**config.mk**
```make
export PLATFORM = sky130hd
export DESIGN_NAME = ssbr_top
export DESIGN_NICKNAME = d
export VERILOG_FILES = /design/src/logic/ssbr_pkg.sv /design/src/logic/ssbr_baud_gen.sv /design/src/logic/ssbr_top.sv
export SDC_FILE = /design/constraint.sdc
export NUM_CORES = 1
export LEC_CHECK = 0
export ABC_AREA = 0
export BUFFER_PORTS_ARGS = -buffer_cell sky130_fd_sc_hd__buf_2
export CAP_MARGIN = 0
export CORE_MARGIN = 4
export CORE_UTILIZATION = 58
export CTS_BUF_LIST = sky130_fd_sc_hd__clkbuf_16
export CTS_CLUSTER_SIZE = 12
export DETAILED_ROUTE_END_ITERATION = 8
export PLACE_DENSITY = 0.82
export SLEW_MARGIN = 0
export SYNTH_ARGS = -nofsm -noshare
export SYNTH_HDL_FRONTEND = slang
export SYNTH_SLANG_ARGS = --single-unit
```
**constraint.sdc**
```tcl
create_clock -name i_core_clk -period 3.8 [get_ports i_core_clk]
set_input_delay 0.19 -clock i_core_clk [delete_from_list [all_inputs] [get_ports i_core_clk]]
set_output_delay 0.19 -clock i_core_clk [all_outputs]
set_load 0.02 [all_outputs]
```
**src/logic/ssbr_pkg.sv**
```systemverilog
package ssbr_pkg;

    // Register byte offsets on the APB window
    localparam logic [11:0] OFF_MODE    = 12'h000;
    localparam logic [11:0] OFF_CONTROL = 12'h004;
    localparam logic [11:0] OFF_BITRATE = 12'h008;
    localparam logic [11:0] OFF_STATUS  = 12'h00C;
    localparam logic [11:0] OFF_TXDATA  = 12'h010;
    localparam logic [11:0] OFF_RXDATA  = 12'h014;
    localparam logic [11:0] OFF_IRQSTAT = 12'h018;
    localparam logic [11:0] OFF_IRQCLR  = 12'h01C;
    localparam logic [11:0] OFF_IRQEN   = 12'h020;
    localparam logic [11:0] OFF_STANDBY = 12'h024;

    // Values after reset; status and bitrate also after standby
    localparam logic [7:0] RST_STATUS  = 8'h84;
    localparam logic [7:0] RST_BITRATE = 8'hFF;
    localparam logic [7:0] RST_MODE    = 8'h00;

    // Field positions
    localparam int BIT_TX_EMPTY = 7;
    localparam int BIT_RX_FULL  = 6;
    localparam int BIT_ORER     = 5;
    localparam int BIT_FER      = 4;
    localparam int BIT_PAR_ERR  = 3;
    localparam int BIT_TX_END   = 2;
    localparam int BIT_RX_MP    = 1;
    localparam int BIT_TX_MP    = 0;
    localparam int BIT_TX_EN    = 5;
    localparam int BIT_RX_EN    = 4;

    // Oversampling and frame counts
    localparam logic [3:0] TICK_LAST  = 4'hF;
    localparam logic [3:0] TICK_MID   = 4'h8;
    localparam logic [3:0] TXLEN_BASE = 4'hA;
    localparam logic [3:0] RXSTOP_BASE = 4'h9;
    localparam logic [7:0] PRE_BASE   = 8'h04;

    // Mode register layout
    typedef struct packed {
        logic       sync_mode;
        logic       rsvd6;
        logic       parity_en;
        logic       parity_odd;
        logic       rsvd3;
        logic       multiproc;
        logic [1:0] clock_source_select;
    } ssbr_mode_type;

    // Status register layout
    typedef struct packed {
        logic transmit_empty_flag;
        logic receive_full_flag;
        logic overrun_flag;
        logic framing_flag;
        logic parity_error_flag;
        logic transmit_end_flag;
        logic rx_multiproc_bit;
        logic tx_multiproc_bit;
    } ssbr_status_type;

    // Interrupt event layout
    typedef struct packed {
        logic rx_error;
        logic rx_full;
        logic tx_end;
        logic tx_empty;
    } ssbr_irq_type;

    typedef enum logic [1:0] {
        TX_IDLE  = 2'b01,
        TX_SHIFT = 2'b10
    } ssbr_tx_state_type;

    typedef enum logic [1:0] {
        RX_IDLE = 2'b01,
        RX_RUN  = 2'b10
    } ssbr_rx_state_type;

endpackage : ssbr_pkg

```
**src/logic/ssbr_baud_gen.sv**
```systemverilog
`timescale 1ns/1ps
module ssbr_baud_gen import ssbr_pkg::*; (
    input  wire logic       i_core_clk,
    input  wire logic       i_rst,
    input  wire logic       i_hold,
    input  wire logic [1:0] i_cks,
    input  wire logic [7:0] i_divider,
    output logic            o_tick
);

    logic [7:0] pre_cnt_ff;
    logic [7:0] div_cnt_ff;
    logic       tick_ff;
    logic [7:0] pre_limit;
    logic       pre_wrap;
    logic       div_wrap;

    // Prescale 4, 16, 64 or 256 clocks per step
    function automatic logic [7:0] pre_last(input logic [1:0] cks);
        return (PRE_BASE << {cks, 1'b0}) - 8'h01;
    endfunction : pre_last

    // One tick is a sixteenth of a bit: 64*4^n*(N+1) clocks per bit
    assign pre_limit = pre_last(i_cks);
    assign pre_wrap  = (pre_cnt_ff == pre_limit);
    assign div_wrap  = pre_wrap && (div_cnt_ff >= i_divider);

    // Prescaler, divider and tick register
    always_ff @(posedge i_core_clk or posedge i_rst) begin
        if (i_rst) begin
            pre_cnt_ff <= 8'h00;
            div_cnt_ff <= 8'h00;
            tick_ff    <= 1'b0;
        end else if (i_hold) begin
            pre_cnt_ff <= 8'h00;
            div_cnt_ff <= 8'h00;
            tick_ff    <= 1'b0;
        end else begin
            pre_cnt_ff <= pre_wrap ? 8'h00 : pre_cnt_ff + 8'h01;
            div_cnt_ff <= div_wrap ? 8'h00 : (pre_wrap ? div_cnt_ff + 8'h01 : div_cnt_ff);
            tick_ff    <= div_wrap;
        end
    end

    assign o_tick = tick_ff;

endmodule : ssbr_baud_gen

```
**src/logic/ssbr_top.sv**
```systemverilog
`timescale 1ns/1ps
// Contract
// - Parity mismatch on received character sets parity flag
// - Parity flag clears: reset, standby, read-then-write-zero
// - Receive enable clear leaves parity flag alone
// - Parity error loads data, receive-full stays clear
// - Parity flag halts receive; sync halts transmit
// - Transmit end flag is read-only
// - Transmit end sets: reset, standby, enable off, drained
// - Transmit end clears on empty-clear or DMA write
// - Received multiproc bit captured, read-only, resets zero
// - Receive enable clear holds received multiproc bit
// - Transmit multiproc bit appended in multiproc format
// - Transmit multiproc bit ignored outside async multiproc
// - Eight-bit divider with clock select sets rate
// - Divider read/write outside standby, loads FF on reset and standby
// - Each channel owns its generator and divider
module ssbr_top import ssbr_pkg::*; (
    input  wire logic        i_core_clk,
    input  wire logic        i_rst,
    input  wire logic        i_psel,
    input  wire logic        i_penable,
    input  wire logic        i_pwrite,
    input  wire logic [11:0] i_paddr,
    input  wire logic [31:0] i_pwdata,
    output logic      [31:0] o_prdata,
    output logic             o_pready,
    output logic             o_pslverr,
    input  wire logic        i_rxd,
    output logic             o_txd,
    input  wire logic        i_dma_tx_wr,
    input  wire logic [7:0]  i_dma_tx_data,
    input  wire logic        i_dma_rx_rd,
    output logic      [7:0]  o_rx_data,
    output logic             o_irq
);

    // Registers
    ssbr_mode_type     mode_ff;
    ssbr_status_type   stat_ff;
    ssbr_irq_type      irq_stat_ff;
    ssbr_irq_type      irq_en_ff;
    ssbr_tx_state_type tx_state_ff;
    ssbr_rx_state_type rx_state_ff;
    logic [1:0]  ctrl_ff;
    logic [7:0]  divider_ff;
    logic [7:0]  tdr_ff;
    logic [7:0]  rdr_ff;
    logic [4:0]  armed_ff;
    logic        standby_ff;
    logic        pready_ff;
    logic        pslverr_ff;
    logic [31:0] prdata_ff;
    logic        irq_ff;
    logic [10:0] tx_shift_ff;
    logic [3:0]  tx_left_ff;
    logic [3:0]  tx_tick_ff;
    logic        rxd_meta_ff;
    logic        rxd_sync_ff;
    logic        rxd_prev_ff;
    logic [9:0]  rx_shift_ff;
    logic [3:0]  rx_idx_ff;
    logic [3:0]  rx_tick_ff;

    // Next values and decode nets
    ssbr_status_type nxt_stat;
    ssbr_irq_type    nxt_irq_stat;
    ssbr_irq_type    irq_ev;
    logic        tick;
    logic        apb_done;
    logic        wr;
    logic        rd;
    logic [7:0]  wd;
    logic        mapped;
    logic [7:0]  rd_byte;
    logic        tx_en;
    logic        rx_en;
    logic        async_mp;
    logic        extra_on;
    logic        err_block;
    logic        stat_wr;
    logic        clr_txe;
    logic        clr_rxf;
    logic        clr_orer;
    logic        clr_fer;
    logic        clr_par;
    logic        tx_load;
    logic        tx_end;
    logic        tx_extra_bit;
    logic        rx_start;
    logic        rx_sample;
    logic        rx_false;
    logic        rx_end;
    logic [3:0]  rx_stop_idx;
    logic [7:0]  rx_data;
    logic        rx_extra_bit;
    logic        per_ev;
    logic        fer_ev;
    logic        orer_ev;
    logic        rdr_load;

    function automatic logic hit(input logic [11:0] a, input logic [11:0] off);
        return a == off;
    endfunction : hit

    // Clear request: write zero to a flag that was read as one
    function automatic logic clr_bit(input logic w, input logic d, input logic armed);
        return w & ~d & armed;
    endfunction : clr_bit

    // This channel's own rate generator; a second channel is a second instance
    ssbr_baud_gen u_baud (
        .i_core_clk (i_core_clk),
        .i_rst      (i_rst),
        .i_hold     (standby_ff),
        .i_cks      (mode_ff.clock_source_select),
        .i_divider  (divider_ff),
        .o_tick     (tick)
    );

    // APB access completes on the second access cycle
    assign apb_done = i_psel & i_penable & pready_ff;
    assign wr       = apb_done & i_pwrite;
    assign rd       = apb_done & ~i_pwrite;
    assign wd       = i_pwdata[7:0];

    // Read selection; write-only clear register reads zero
    assign mapped  = hit(i_paddr, OFF_MODE) | hit(i_paddr, OFF_CONTROL)
                   | hit(i_paddr, OFF_BITRATE) | hit(i_paddr, OFF_STATUS)
                   | hit(i_paddr, OFF_TXDATA) | hit(i_paddr, OFF_RXDATA)
                   | hit(i_paddr, OFF_IRQSTAT) | hit(i_paddr, OFF_IRQCLR)
                   | hit(i_paddr, OFF_IRQEN) | hit(i_paddr, OFF_STANDBY);
    assign rd_byte = hit(i_paddr, OFF_MODE)    ? mode_ff :
                     hit(i_paddr, OFF_CONTROL) ? {2'b00, ctrl_ff, 4'h0} :
                     hit(i_paddr, OFF_BITRATE) ? divider_ff :
                     hit(i_paddr, OFF_STATUS)  ? stat_ff :
                     hit(i_paddr, OFF_TXDATA)  ? tdr_ff :
                     hit(i_paddr, OFF_RXDATA)  ? rdr_ff :
                     hit(i_paddr, OFF_IRQSTAT) ? {4'h0, irq_stat_ff} :
                     hit(i_paddr, OFF_IRQEN)   ? {4'h0, irq_en_ff} :
                     hit(i_paddr, OFF_STANDBY) ? {7'h00, standby_ff} : 8'h00;

    // Mode qualifiers
    assign tx_en     = ctrl_ff[1];
    assign rx_en     = ctrl_ff[0];
    assign async_mp  = mode_ff.multiproc & ~mode_ff.sync_mode;
    assign extra_on  = async_mp | mode_ff.parity_en;
    assign err_block = stat_ff.overrun_flag | stat_ff.framing_flag
                     | stat_ff.parity_error_flag;

    // Status clears by software
    assign stat_wr  = wr & hit(i_paddr, OFF_STATUS);
    assign clr_txe  = clr_bit(stat_wr, wd[BIT_TX_EMPTY], armed_ff[4]);
    assign clr_rxf  = clr_bit(stat_wr, wd[BIT_RX_FULL], armed_ff[3]);
    assign clr_orer = clr_bit(stat_wr, wd[BIT_ORER], armed_ff[2]);
    assign clr_fer  = clr_bit(stat_wr, wd[BIT_FER], armed_ff[1]);
    assign clr_par  = clr_bit(stat_wr, wd[BIT_PAR_ERR], armed_ff[0]);

    // Transmit: load on a tick so the start bit is a whole bit time
    assign tx_load = (tx_state_ff == TX_IDLE) & tx_en & ~standby_ff & tick
                   & ~stat_ff.transmit_empty_flag
                   & ~(mode_ff.sync_mode & err_block);
    // Multiproc bit only in async multiproc format, else parity
    assign tx_extra_bit = async_mp ? stat_ff.tx_multiproc_bit
                                   : (^tdr_ff) ^ mode_ff.parity_odd;
    assign tx_end = (tx_state_ff == TX_SHIFT) & tick
                  & (tx_tick_ff == TICK_LAST) & (tx_left_ff == 4'h1);

    // Receive: start bit seen only while no error flag is set
    assign rx_start  = (rx_state_ff == RX_IDLE) & rx_en & ~standby_ff & ~err_block
                     & rxd_prev_ff & ~rxd_sync_ff;
    assign rx_sample = (rx_state_ff == RX_RUN) & tick & (rx_tick_ff == TICK_LAST);
    assign rx_stop_idx = RXSTOP_BASE + {3'b000, extra_on};
    assign rx_false  = rx_sample & (rx_idx_ff == 4'h0) & rxd_sync_ff;
    assign rx_end    = rx_sample & (rx_idx_ff == rx_stop_idx);
    assign rx_data   = extra_on ? rx_shift_ff[8:1] : rx_shift_ff[9:2];
    assign rx_extra_bit = rx_shift_ff[9];

    // Receive error events and data move
    assign per_ev   = rx_end & mode_ff.parity_en & ~async_mp
                    & ((^{rx_data, rx_extra_bit}) != mode_ff.parity_odd);
    assign fer_ev   = rx_end & ~rxd_sync_ff;
    assign orer_ev  = rx_end & stat_ff.receive_full_flag;
    assign rdr_load = rx_end & ~orer_ev;

    // Status next values; a setting event wins over a clear
    always_comb begin
        nxt_stat = stat_ff;
        if (tx_load)
            nxt_stat.transmit_empty_flag = 1'b1;
        else if (clr_txe | i_dma_tx_wr)
            nxt_stat.transmit_empty_flag = 1'b0;
        if (rdr_load & ~per_ev & ~fer_ev)
            nxt_stat.receive_full_flag = 1'b1;
        else if (clr_rxf | i_dma_rx_rd)
            nxt_stat.receive_full_flag = 1'b0;
        if (orer_ev)
            nxt_stat.overrun_flag = 1'b1;
        else if (clr_orer)
            nxt_stat.overrun_flag = 1'b0;
        if (fer_ev)
            nxt_stat.framing_flag = 1'b1;
        else if (clr_fer)
            nxt_stat.framing_flag = 1'b0;
        // Receive enable plays no part here, so the flag holds
        if (per_ev)
            nxt_stat.parity_error_flag = 1'b1;
        else if (clr_par)
            nxt_stat.parity_error_flag = 1'b0;
        // Software writes never reach this flag directly
        if (tx_end & stat_ff.transmit_empty_flag)
            nxt_stat.transmit_end_flag = 1'b1;
        else if (clr_txe | i_dma_tx_wr)
            nxt_stat.transmit_end_flag = 1'b0;
        if (rx_end & async_mp)
            nxt_stat.rx_multiproc_bit = rx_extra_bit;
        if (stat_wr)
            nxt_stat.tx_multiproc_bit = wd[BIT_TX_MP];
        // Transmit enable off forces empty and end
        if (~tx_en) begin
            nxt_stat.transmit_empty_flag = 1'b1;
            nxt_stat.transmit_end_flag   = 1'b1;
        end
        if (standby_ff)
            nxt_stat = RST_STATUS;
    end

    // Interrupt events, sticky with set over clear
    assign irq_ev = '{rx_error: per_ev | fer_ev | orer_ev,
                      rx_full:  rdr_load & ~per_ev & ~fer_ev,
                      tx_end:   tx_end & stat_ff.transmit_empty_flag,
                      tx_empty: tx_load};
    assign nxt_irq_stat = irq_ev
                        | (irq_stat_ff & ~((wr & hit(i_paddr, OFF_IRQCLR)) ? wd[3:0] : 4'h0));

    // APB handshake and read data
    always_ff @(posedge i_core_clk or posedge i_rst) begin
        if (i_rst) begin
            pready_ff  <= 1'b0;
            pslverr_ff <= 1'b0;
            prdata_ff  <= 32'h0000_0000;
        end else begin
            pready_ff  <= i_psel & i_penable & ~pready_ff;
            pslverr_ff <= i_psel & i_penable & ~pready_ff & ~mapped;
            prdata_ff  <= (i_psel & i_penable & ~pready_ff & ~i_pwrite)
                        ? {24'h00_0000, rd_byte} : 32'h0000_0000;
        end
    end

    // Software-written control registers
    always_ff @(posedge i_core_clk or posedge i_rst) begin
        if (i_rst) begin
            mode_ff    <= RST_MODE;
            ctrl_ff    <= 2'b00;
            divider_ff <= RST_BITRATE;
            tdr_ff     <= 8'h00;
            irq_en_ff  <= 4'h0;
            standby_ff <= 1'b0;
        end else begin
            if (wr & hit(i_paddr, OFF_MODE))
                mode_ff <= wd;
            if (wr & hit(i_paddr, OFF_CONTROL))
                ctrl_ff <= {wd[BIT_TX_EN], wd[BIT_RX_EN]};
            if (standby_ff)
                divider_ff <= RST_BITRATE;
            else if (wr & hit(i_paddr, OFF_BITRATE))
                divider_ff <= wd;
            if (i_dma_tx_wr)
                tdr_ff <= i_dma_tx_data;
            else if (wr & hit(i_paddr, OFF_TXDATA))
                tdr_ff <= wd;
            if (wr & hit(i_paddr, OFF_IRQEN))
                irq_en_ff <= wd[3:0];
            if (wr & hit(i_paddr, OFF_STANDBY))
                standby_ff <= wd[0];
        end
    end

    // Status, read arming and interrupt state
    always_ff @(posedge i_core_clk or posedge i_rst) begin
        if (i_rst) begin
            stat_ff     <= RST_STATUS;
            armed_ff    <= 5'h00;
            irq_stat_ff <= 4'h0;
            irq_ff      <= 1'b0;
        end else begin
            stat_ff     <= nxt_stat;
            irq_stat_ff <= nxt_irq_stat;
            irq_ff      <= |(nxt_irq_stat & irq_en_ff);
            if (stat_wr | standby_ff)
                armed_ff <= 5'h00;
            else if (rd & hit(i_paddr, OFF_STATUS))
                armed_ff <= stat_ff[7:3];
        end
    end

    // Transmit shifter: start, data, optional extra bit, stop
    always_ff @(posedge i_core_clk or posedge i_rst) begin
        if (i_rst) begin
            tx_state_ff <= TX_IDLE;
            tx_shift_ff <= 11'h7FF;
            tx_left_ff  <= 4'h0;
            tx_tick_ff  <= 4'h0;
        end else if (~tx_en | standby_ff) begin
            tx_state_ff <= TX_IDLE;
            tx_shift_ff <= 11'h7FF;
            tx_left_ff  <= 4'h0;
            tx_tick_ff  <= 4'h0;
        end else begin
            case (tx_state_ff)
                TX_IDLE: begin
                    if (tx_load) begin
                        tx_state_ff <= TX_SHIFT;
                        tx_shift_ff <= extra_on ? {1'b1, tx_extra_bit, tdr_ff, 1'b0}
                                                : {2'b11, tdr_ff, 1'b0};
                        tx_left_ff  <= TXLEN_BASE + {3'b000, extra_on};
                        tx_tick_ff  <= 4'h0;
                    end
                end
                TX_SHIFT: begin
                    if (tick) begin
                        tx_tick_ff <= tx_tick_ff + 4'h1;
                        if (tx_tick_ff == TICK_LAST) begin
                            tx_shift_ff <= {1'b1, tx_shift_ff[10:1]};
                            tx_left_ff  <= tx_left_ff - 4'h1;
                            if (tx_left_ff == 4'h1)
                                tx_state_ff <= TX_IDLE;
                        end
                    end
                end
                default: begin
                    tx_state_ff <= TX_IDLE;
                end
            endcase
        end
    end

    // Two-flop synchroniser on the receive pin, then edge history
    always_ff @(posedge i_core_clk or posedge i_rst) begin
        if (i_rst) begin
            rxd_meta_ff <= 1'b1;
            rxd_sync_ff <= 1'b1;
            rxd_prev_ff <= 1'b1;
        end else begin
            rxd_meta_ff <= i_rxd;
            rxd_sync_ff <= rxd_meta_ff;
            rxd_prev_ff <= rxd_sync_ff;
        end
    end

    // Receive sampler: mid-bit samples every sixteen ticks
    always_ff @(posedge i_core_clk or posedge i_rst) begin
        if (i_rst) begin
            rx_state_ff <= RX_IDLE;
            rx_shift_ff <= 10'h000;
            rx_idx_ff   <= 4'h0;
            rx_tick_ff  <= 4'h0;
        end else if (~rx_en | standby_ff) begin
            rx_state_ff <= RX_IDLE;
            rx_idx_ff   <= 4'h0;
        end else begin
            case (rx_state_ff)
                RX_IDLE: begin
                    if (rx_start) begin
                        rx_state_ff <= RX_RUN;
                        rx_idx_ff   <= 4'h0;
                        rx_tick_ff  <= TICK_MID;
                    end
                end
                RX_RUN: begin
                    if (tick)
                        rx_tick_ff <= rx_tick_ff + 4'h1;
                    if (rx_false | rx_end) begin
                        rx_state_ff <= RX_IDLE;
                    end else if (rx_sample) begin
                        rx_idx_ff <= rx_idx_ff + 4'h1;
                        if (rx_idx_ff != 4'h0)
                            rx_shift_ff <= {rxd_sync_ff, rx_shift_ff[9:1]};
                    end
                end
                default: begin
                    rx_state_ff <= RX_IDLE;
                end
            endcase
        end
    end

    // Receive data register; loaded even when parity fails
    always_ff @(posedge i_core_clk or posedge i_rst) begin
        if (i_rst)
            rdr_ff <= 8'h00;
        else if (rdr_load)
            rdr_ff <= rx_data;
    end

    assign o_prdata  = prdata_ff;
    assign o_pready  = pready_ff;
    assign o_pslverr = pslverr_ff;
    assign o_txd     = tx_shift_ff[0];
    assign o_rx_data = rdr_ff;
    assign o_irq     = irq_ff;

endmodule : ssbr_top

```
-- After elaboration in Yosys (flattened, before gate mapping)
Index checks and enable logic that the tools add are counted.
- mux-type cells: 74
- eq/ne operators: 31
- add/sub/neg operators: 9
- reduce and logical (&&, ||, !) cells: 27
- shift operators: 1
- bitwise logic cells: 103
- $lt $le $gt $ge: 1
- operator list (kind ; number):
    2-to-1 mux 8 bit ; 18
    2-to-1 mux 4 bit ; 16
    AND 1 bit ; 56
    equality test 12 x 5 -> 1 bit (second input constant) ; 4
    2-to-1 mux 11 bit ; 4
    one-hot mux 4 bit (2 select lines) ; 4
    equality test 12 x 4 -> 1 bit (second input constant) ; 2
    equality test 12 x 6 -> 1 bit (second input constant) ; 2
    inverter 1 bit ; 22
    one-hot mux 11 bit (2 select lines) ; 1
    nonzero test 3 bit ; 7
    bitwise OR 1 bit ; 20
    2-to-1 mux 1 bit ; 18
    adder 8 x 1 -> 8 bit (second input constant) ; 2
    2-to-1 mux 2 bit ; 8
    AND reduction 4 bit ; 4
    adder 4 x 1 -> 4 bit (second input constant) ; 3
    equality test 12 x 3 -> 1 bit (second input constant) ; 1
    zero test 12 bit ; 1
    != test 3 x 1 -> 1 bit (second input constant) ; 4
    nonzero test 2 bit ; 6
    2-to-1 mux 10 bit ; 1
    2-to-1 mux 5 bit ; 2
    != test 3 x 2 -> 1 bit (second input constant) ; 3
    other kinds (30) ; 37
- register bits: 128
- output and inout port bits: 44

-- Longest topological paths before layout
Gate-level depths: netlist of the first run.
- depth in word-level cells: 15
- gate-level depth with buffers: 9

-- Modules after synthesis
Synthesis of the first run repeated with hierarchy kept, for this count alone.
- cells, all modules: 747
- area total of the unflattened synthesis: 7200.7 um^2
- by module, submodules not included (module ; instances ; area an instance (um^2) ; cells each):
    ssbr_top ; 1 ; 6017.0 ; 617
    ssbr_baud_gen ; 1 ; 1183.6 ; 130

-- Worst setup path before layout of the first run
OpenSTA, ideal clock, no wires.
- path kind: reg2reg
- from: reg divider_ff[5]
- to: reg u_baud.div_cnt_ff[0]
- setup slack: 1657 ps
- cell stages (with the launch flop): 8
- arrival time: 2065 ps
- path buffers: 0
- required time: 3722 ps
- period minus slack after synthesis: 2143 ps
- path through: dfstp_2 -> inv_1 -> ha_1 -> a2111oi_0 -> nand2b_1 -> a21oi_1 -> o211ai_1 -> a21oi_1
- word-level cells in the longest chain between the ends: 4
- ends and longest elaborated chain (element ; line ; source):
    start: declaration ; ssbr_top.sv:46 ; logic [7:0] divider_ff;
    start signal: assignment ; ssbr_top.sv:267 ; divider_ff <= wd;
    greater-or-equal comparator 8 bit (*) ; ssbr_baud_gen.sv:26 ; assign div_wrap = pre_wrap && (div_cnt_ff >= i_divider);
    logical AND 1 bit (*) ; ssbr_baud_gen.sv:26 ;
    2-to-1 mux 8 bit ; ssbr_baud_gen.sv:40 ; div_cnt_ff <= div_wrap ? 8'h00 : (pre_wrap ? div_cnt_ff + 8'h01 : div_cnt_ff);
    2-to-1 mux 8 bit ; ssbr_baud_gen.sv:34 ; end else if (i_hold) begin
    end signal: assignment ; ssbr_baud_gen.sv:40 ;
    end: declaration ; ssbr_baud_gen.sv:12 ; logic [7:0] div_cnt_ff;
Every way passes the cells marked *; elsewhere a longest branch is shown, timed or not.
A chain may end at the register's enable or synchronous reset.

-- Worst setup path in the final report of the first run
Same ends and word-level chain as after synthesis.

==> results of run 1 <==
==> area by class of cell <==
type	count	area [um^2]	area share, %
Clock buffer	17	425.4	5.339
Clock inverter	15	116.4	1.460
Inverter	32	122.6	1.539
Multi-Input combinational cell	541	3602	45.21
Sequential cell	126	3184	39.97
Tap cell	147	183.9	2.308
Timing Repair Buffer	62	332.8	4.177
==> cell usage after synthesis, types with 15 or more instances <==
| master | n |
|---|---|
| a21o_1 | 15 |
| nor2_1 | 61 |
| ha_1 | 20 |
| a21oi_1 | 54 |
| inv_1 | 32 |
| dfrtp_1 | 101 |
| nand3_1 | 17 |
| mux2i_1 | 32 |
| dfstp_2 | 25 |
| buf_4 | 25 |
| o21ai_0 | 34 |
| nand2_1 | 70 |
| mux2_2 | 29 |
==> cells by family after synthesis <==
| kind of cell | Yosys count | share of synthesized area, % |
|---|---|---|
| adder cells (fa/ha/maj) | 20 | 3.517 |
| AO/OA/AOI/OAI | 172 | 15.77 |
| multiplexers | 63 | 9.724 |
| flip-flops | 126 | 44.75 |
| XOR/XNOR | 22 | 3.095 |
| AND/OR/NAND/NOR | 240 | 17.25 |
| buffers and inverters | 83 | 5.838 |
| other | 1 | 0.05270 |
==> critical path, cell delays in order (launching register included) <==
cell,delay [ns]
dfstp_2,0.53
inv_1,0.06
ha_1,0.31
a2111oi_0,0.58
nand2b_1,0.14
a21oi_1,0.57
o211ai_1,0.20
a21oi_1,0.17
==> routing by layer <==
metal	part of all wire [%]	track usage [%]
met1	41	31.98
met2	49	44.23
met3	6.0	5.789
met4	4.0	13.18
met5	0	0
==> worst max path at each step <==
stage	to	slack, ns	cells past startpoint
2_1_floorplan	armed_ff[0]	0.30	1
3_3_place_gp	tx_left_ff[3]	1.26	6
3_5_place_dp	u_baud.div_cnt_ff[0]	1.16	7
4_1_cts	u_baud.div_cnt_ff[0]	1.18	7
5_1_grt	u_baud.div_cnt_ff[1]	0.85	7
6_report	u_baud.div_cnt_ff[0]	1.15	7
==> power by group <==
part	switching [mW]	internal, mW	leakage, nW	total, mW
Sequential	0.0697	1.39	1.64	1.46
Clock	0.568	0.936	0.279	1.50
Combinational	0.188	0.135	1.84	0.322
==> stage by stage <==
step / util (%) / total power [mW] / area (um^2)
finish: 66.33 / 3.287 / 7968
global route: 66.33 / 3.422 / 7968
CTS: 66.33 / 3.313 / 7968
detailed placement: 61.66 / 1.800 / 7406
global placement: 61.66 / 1.775 / 7406
floorplan: - / 1.713 / 7202
==> qor.csv, run 1 <==
metric;value;unit
outcome;finished, final reports clean;
min_to;stat_ff[6];
required;4.15;ns
synth_area_per_cell;9.788;um^2
p_per_area;412.5;nW/um^2
reg.largest.list;tx_shift_ff x10, rx_shift_ff x9;
clkLatencyLatePin;0.43;ns
wl;17940;um
rrSetupSlack;1.15;ns
clock_path_buffers;2;
gp_congestion;0.9587;
layout.cells.non_filler;940;
final_common_cell;dfrtp_1;
arrival;3.00;ns
hold_path_depth;3;
setup_tns;0;ns
first_pass_iters;5;
power.leakage;3.758;nW
synth_flop_cell;dfrtp_1;
htree_levels;4;
yosysTopAreaCell;dfrtp_1;
hold-worst-slack;0.04093;ns
grt_pass1_vias;5792;
cap_violations;0;
clk_pin_slew;0.05;ns
regMostFlops;tx_shift_ff;
startpoint;divider_ff[5];
grt_max_degree;60;
cts_setup_buffers;0;
slew_headroom;33.68;%
layout_common_cells;101 x dfrtp_1, 70 x nand2_1, 61 x nor2_1;
yosysSeqAreaShare;44.75;%
die-area;14100;um^2
cts_resized;0;
routed_via_density;6.135;
rsz0062_at_grt;false;
fill_cells;946;
reg2reg_depth;7;
grt_use_total;26.35;%
start_kind;flop;
cts-buffers-inserted;17;
setup-violations-final;0;
setup_ws;1.152;ns
synth_area_leaders;dfrtp_1 36%, dfstp_2 9.2%, mux2_2 4.6%, mux2i_1 4.5%, a21oi_1 3.8%;
syn_area;7116;um^2
drc_errors;0;
ir_drop;0.3435;mV
die_x;118.8;um
initial_core_util;59.24;%
portBuffers;55;
tightest_slew;0.9911;ns
hold_start;i_dma_rx_rd;
cts_tree;done;
core-area;12010;um^2
dpl.hpwl;12970;um
hold_class;in -> reg;
setup.worst_path.class;reg -> reg;
wl_per_cell;19.09;um
post-synth-top-area-fraction;35.52;%
ant_nets;0;
die_y;118.8;um
antenna_found_initial;0;
drive_gt1_share;19.80;%
synth_edf_count;0;
dp.cells;906;
skew;0.01190;ns
ys_types;71;
syn_to_final_growth;11.97;%
min_period;2.648;ns
vias;5767;
row_count;40;
crit_fanout;9;
largest_reg_flops;10;
synth_warnings;0;
finalHoldViolCount;0;
cts_hold_buf;2;
drv_slew;0;
r2r-start;divider_ff[5];
async_flop_share;100.0;%
final.period_utilization;69.70;%
dp_worst_setup_slack;1.161;ns
max_freq;377.6;MHz
synth_cells;727;
antenna_cells;0;
grt_pass1_wl;29220;um
synth-seq-cells;126;
final_net_count;860;
cts_root_buffer;clkbuf_16;
timing.rr.end;u_baud.div_cnt_ff[0];
ioPinCount;104;
gr-total-overflow;0;
cp-end-kind;flop;
cts_sinks;126;
drt-initial-drc-count;449;
Note: power is estimated with default switching activity, not from simulation.
==> run 2: changes to the inputs <==
CORE_UTILIZATION = 52   (was 58)
PLACE_DENSITY = 0.78   (was 0.82)
clock period = 2.3 ns   (was 3.8 ns; I/O delays follow)
==> qor.csv, run 2 (synthesis results as in run 1) <==
metric;value;unit;change
p_per_area;674.2;nW/um^2;was 412.5 nW/um^2
power.leakage;3.896;nW;was 3.758 nW
crit_fanout;9;;unchanged
tightest_slew;1.015;ns;was 0.9911 ns
layout_common_cells;99 x dfrtp_1, 70 x nand2_1, 61 x nor2_1;;was 101 x dfrtp_1, 70 x nand2_1, 61 x nor2_1
clk_pin_slew;0.05;ns;about the same
skew;0.009597;ns;was 0.01190 ns
clkLatencyLatePin;0.42;ns;was 0.43 ns
dp_worst_setup_slack;0.1021;ns;was 1.161 ns
reg.largest.list;tx_shift_ff x10, rx_shift_ff x9;;unchanged
antenna_found_initial;0;;unchanged
crit_family;simple AND/OR/NAND/NOR gates;;was compound AO/OA/AOI/OAI gates
finalHoldViolCount;0;;unchanged
die_y;125.0;um;was 118.8 um
setup-violations-final;0;;unchanged
ant_nets;0;;unchanged
gr-total-overflow;0;;unchanged
drv_slew;0;;unchanged
fin_util;62.37;%;was 66.33%
setup_tns;0;ns;unchanged
outcome;finished, final reports clean;;unchanged
regMostFlops;tx_shift_ff;;unchanged
path_buf_inv;2;;was 1
cp-end-kind;flop;;unchanged
routed_via_density;5.809;;was 6.135
first_pass_iters;6;;was 5
dpl.hpwl;13320;um;was 12970 um
ioPinCount;104;;unchanged
portBuffers;55;;unchanged
cts_tree;done;;unchanged
final.period_utilization;94.66;%;was 69.70%
antenna_cells;0;;unchanged
required;2.60;ns;was 4.15 ns
setup_ws;0.1228;ns;was 1.152 ns
grt_pass1_wl;29950;um;was 29220 um
drt-initial-drc-count;499;;was 449
vias;5757;;was 5767
initial_core_util;53.52;%;was 59.24%
rsz0062_at_grt;false;;unchanged
arrival;2.48;ns;was 3.00 ns
wl;18300;um;was 17940 um
grt_max_degree;63;;was 60
cts-buffers-inserted;17;;unchanged
crit_chain;inv_1 > ha_1 > nor4bb_2 > nor3_2 > nand3_1 > a211oi_4 > buf_12 > mux2_2;;was inv_1 > ha_1 > a2111oi_0 > nand2b_1 > a21oi_1 > o211ai_1 > a21oi_1
row_count;42;;was 40
setup.worst_path.class;reg -> reg;;unchanged
total_power;5.590;mW;was 3.287 mW
min_period;2.177;ns;was 2.648 ns
start_kind;flop;;unchanged
htree_levels;4;;unchanged
cts_root_buffer;clkbuf_16;;unchanged
syn_to_final_growth;16.53;%;was 11.97%
crit_slowest_cell;dfrtp_2;;was a2111oi_0
hold-worst-slack;0.02468;ns;was 0.04093 ns
grt_pass1_vias;5742;;was 5792
die-area;15620;um^2;was 14100 um^2
core-area;13300;um^2;was 12010 um^2
die_x;125.0;um;was 118.8 um
wl_per_cell;18.46;um;was 19.09 um
ir_drop;0.6692;mV;was 0.3435 mV
max_stage_delay;0.41;ns;was 0.58 ns
drc_errors;0;;unchanged
drive_gt1_share;21.96;%;was 19.80%
slew_headroom;32.07;%;was 33.68%
final_common_cell;dfrtp_1;;unchanged
cap_violations;0;;unchanged
gp_congestion;0.9226;;was 0.9587
largest_reg_flops;10;;unchanged
clock_path_buffers;2;;unchanged
grt_use_total;23.95;%;was 26.35%
final_net_count;882;;was 860
fill_cells;1092;;was 946
hold_class;in -> reg;;unchanged
max_freq;459.3;MHz;was 377.6 MHz
cts_sinks;126;;unchanged
## run 2: worst min-delay path: stages
cell and delay [ns]:
buf_2 0.07, mux2i_1 0.07, o21ai_0 0.15
## run 2: final timing paths
check | start | end | slack [ns] | cells after the start
max | rx_idx_ff[0] | rx_shift_ff[2] | 0.12 | 8
min | i_dma_tx_data[2] | tdr_ff[2] | 0.02 | 3
max reg2reg | rx_idx_ff[0] | rx_shift_ff[2] | 0.12 | 8
min reg2reg | rxd_meta_ff | rxd_sync_ff | 0.36 | 0
max in group asynchronous | i_rst | divider_ff[6] | 1.22 | 4
min in group asynchronous | i_rst | tx_left_ff[3] | 0.32 | 3
## run 2: metrics by stage
step | cells | instance area, um^2
global route | 991 | 8292
floorplan | 750 | 7206
CTS | 990 | 8245
finish | 991 | 8292
global placement | 949 | 7586
detailed placement | 949 | 7586
## run 2: layout make-up
| class | instances | area, um^2 | area share (%) |
|---|---|---|---|
| Clock buffer | 17 | 425.4 | 5.131 |
| Clock inverter | 15 | 143.9 | 1.735 |
| Inverter | 32 | 123.9 | 1.494 |
| Multi-Input combinational cell | 541 | 3638 | 43.88 |
| Sequential cell | 126 | 3187 | 38.43 |
| Tap cell | 176 | 220.2 | 2.656 |
| Timing Repair Buffer | 84 | 553.0 | 6.670 |
## run 2: report_power, final
group	leakage [nW]	internal, mW	total, mW	switching, mW
Clock	0.301	1.66	2.61	0.950
Combinational	1.96	0.247	0.567	0.319
Sequential	1.63	2.30	2.41	0.113
## run 2: per-layer routing
layer / wire (um) / GRT usage (%) / up-vias
met5: 0 / 0 / -
met4: 505 / 9.247 / 0
met3: 1034 / 5.245 / 41
met2: 9175 / 40.71 / 189
met1: 7580 / 29.96 / 2831
li1: - / - / 2696
## run 2: repair_timing
action / CTS / global route
endpoints found under the hold margin: 31 / 0
setup buffers: 0 / 1
hold buffers: 9 / 0
gates resized for setup: 0 / 8
setup endpoints to repair: 0 / 27
==> run 3: changes to the inputs <==
--- a/config.mk
+++ b/config.mk
@@ -14,4 +14,5 @@
 export CTS_CLUSTER_SIZE = 12
 export DETAILED_ROUTE_END_ITERATION = 8
+export HOLD_SLACK_MARGIN = 0.05
 export PLACE_DENSITY = 0.78
 export SLEW_MARGIN = 0
==> constraint.sdc (replaced) <==
create_clock -name i_core_clk -period 2.3 [get_ports i_core_clk]
set_input_delay 0.115 -clock i_core_clk [delete_from_list [all_inputs] [get_ports i_core_clk]]
set_output_delay 0.115 -clock i_core_clk [all_outputs]
set_load 0.01 [all_outputs]
==> qor.csv, run 3 (synthesis results as in run 1) <==
metric;value;unit;change
reg.largest.list;tx_shift_ff x10, rx_shift_ff x9;;unchanged
netSwitchingFraction;24.42;%;was 24.73%
cp-end-kind;flop;;unchanged
ioPinCount;104;;unchanged
setup-violations-final;0;;unchanged
grt_pass1_wl;30300;um;was 29950 um
setup.worst_path.class;reg -> reg;;unchanged
ant_nets;0;;unchanged
wl_per_cell;18.31;um;was 18.46 um
p_switching;1.364;mW;was 1.382 mW
antenna_cells;0;;unchanged
clk_pin_slew;0.05;ns;about the same
regArea;3187;um^2;unchanged
crit_fanout;9;;unchanged
portBuffers;55;;unchanged
grt_max_degree;63;;unchanged
hold_class;in -> reg;;unchanged
routed_via_density;5.783;;was 5.809
drt-initial-drc-count;523;;was 499
path_buf_inv;2;;unchanged
rsz0062_at_grt;false;;unchanged
p_clk_share;46.7;%;about the same
dp_worst_setup_slack;0.1021;ns;unchanged
first_pass_iters;5;;was 6
cap_violations;0;;unchanged
final.period_utilization;94.67;%;was 94.66%
largest_reg_flops;10;;unchanged
pwr-share-comb;10.1;%;about the same
required;2.60;ns;about the same
tightest_slew;1.006;ns;was 1.015 ns
cts_root_buffer;clkbuf_16;;unchanged
vias;5795;;was 5757
hold_path_depth;2;;was 3
setup_tns;0;ns;unchanged
gp_congestion;0.9226;;unchanged
multi_input_area;3638;um^2;unchanged
ir_drop;0.6634;mV;was 0.6692 mV
finalHoldViolCount;0;;unchanged
min_period;2.177;ns;about the same
p_per_area;664.6;nW/um^2;was 674.2 nW/um^2
outcome;finished, final reports clean;;unchanged
fin_util;63.19;%;was 62.37%
cts_tree;done;;unchanged
drv_slew;0;;unchanged
crit_family;simple AND/OR/NAND/NOR gates;;unchanged
die-area;15620;um^2;unchanged
cts-buffers-inserted;17;;unchanged
crit_chain;inv_1 > ha_1 > nor4bb_2 > nor3_2 > nand3_1 > a211oi_4 > buf_12 > mux2_2;;unchanged
skew;0.009550;ns;was 0.009597 ns
min_to;divider_ff[3];;was tdr_ff[2]
antenna_found_initial;0;;unchanged
r2r-start;rx_idx_ff[0];;unchanged
total_power;5.584;mW;was 5.590 mW
syn_to_final_growth;18.08;%;was 16.53%
row_count;42;;unchanged
setup_ws;0.1226;ns;was 0.1228 ns
cts_sinks;126;;unchanged
clock_path_buffers;2;;unchanged
rrSetupSlack;0.12;ns;about the same
final_common_cell;dfrtp_1;;unchanged
layout_common_cells;99 x dfrtp_1, 70 x nand2_1, 61 x nor2_1;;unchanged
final_net_count;893;;was 882
drive_gt1_share;21.67;%;was 21.96%
max_freq;459.3;MHz;about the same
gr-total-overflow;0;;unchanged
max_stage_delay;0.40;ns;was 0.41 ns
power.leakage;3.942;nW;was 3.896 nW
die_y;125.0;um;unchanged
timing.rr.end;rx_shift_ff[2];;unchanged
crit_slowest_cell;dfrtp_2;;unchanged
die_x;125.0;um;unchanged
arrival;2.48;ns;about the same
layout.cells.non_filler;1002;;was 991
wl;18350;um;was 18300 um
grt_use_total;24.22;%;was 23.95%
start_kind;flop;;unchanged
clkLatencyLatePin;0.42;ns;about the same
startpoint;rx_idx_ff[0];;unchanged
dpl.hpwl;13320;um;unchanged
slew_headroom;32.70;%;was 32.07%
initial_core_util;53.52;%;unchanged
internal_power;4.220;mW;was 4.208 mW
regMostFlops;tx_shift_ff;;unchanged
drc_errors;0;;unchanged
seq_power_share;43.2;%;was 43.1%
dp.cells;949;;unchanged
hold_start;i_pwdata[3];;was i_dma_tx_data[2]
reg2reg_depth;8;;unchanged
htree_levels;4;;unchanged
core-area;13300;um^2;unchanged
fill_cells;1077;;was 1092
grt_pass1_vias;5826;;was 5742
==> run 3: routing by layer <==
| layer | GRT usage (%) | wire, um |
|---|---|---|
| met2 | 41.13 | 9181 |
| met3 | 5.245 | 984 |
| met1 | 30.23 | 7615 |
| met5 | 0 | 0 |
| met4 | 9.630 | 564 |
==> run 3: worst register-to-register path: cells and delay by family, from the launching register on <==
| family | cells | cell delay [ns] |
|---|---|---|
| adder cells (fa/ha/maj) | 1 | 0.24 |
| multiplexers | 1 | 0.33 |
| buffers and inverters | 2 | 0.23 |
| AND/OR/NAND/NOR | 3 | 0.61 |
| AO/OA/AOI/OAI | 1 | 0.25 |
| flip-flops | 1 | 0.40 |
==> run 3: cell type report <==
class	count	area share, %
multi-input cells	541	43.31
flip-flops and latches	126	37.93
repair buffers	95	7.893
clock buffers	17	5.063
well taps	176	2.621
clock inverters	15	1.713
inverters	32	1.474
==> run 3: timing repair <==
item / CTS / global route
buffers inserted: 0 / 1
hold endpoints to repair: 50 / 0
hold buffers: 20 / 0
resized for setup: 0 / 8
setup endpoints to repair: 0 / 27
==> run 3: power by group through the flow <==
stage	sequential (mW)	combinational [mW]	clock, mW
after floorplan	2.41	0.404	0
after global placement	2.43	0.500	0
after detailed placement	2.44	0.530	0
after CTS	2.41	0.558	2.65
after global routing	2.42	0.639	2.75
final	2.41	0.564	2.61
==> run 3: worst max path at each step <==
stage                      endpoint  cells past startpoint
2_1_floorplan  u_baud.div_cnt_ff[0]                      7
3_3_place_gp   u_baud.div_cnt_ff[0]                      8
3_5_place_dp         rx_shift_ff[2]                      8
4_1_cts              rx_shift_ff[2]                      8
5_1_grt                       o_irq                      6
6_report             rx_shift_ff[2]                      8
==> run 3: stage by stage <==
stage	cell area [um^2]	hold WS [ns]
4_1_cts	8356	0.05220
3_5_place_dp	7586	0.2275
5_1_grt	8402	0.06239
6_report	8402	0.06461
3_3_place_gp	7586	0.2207
2_1_floorplan	7206	0.1195
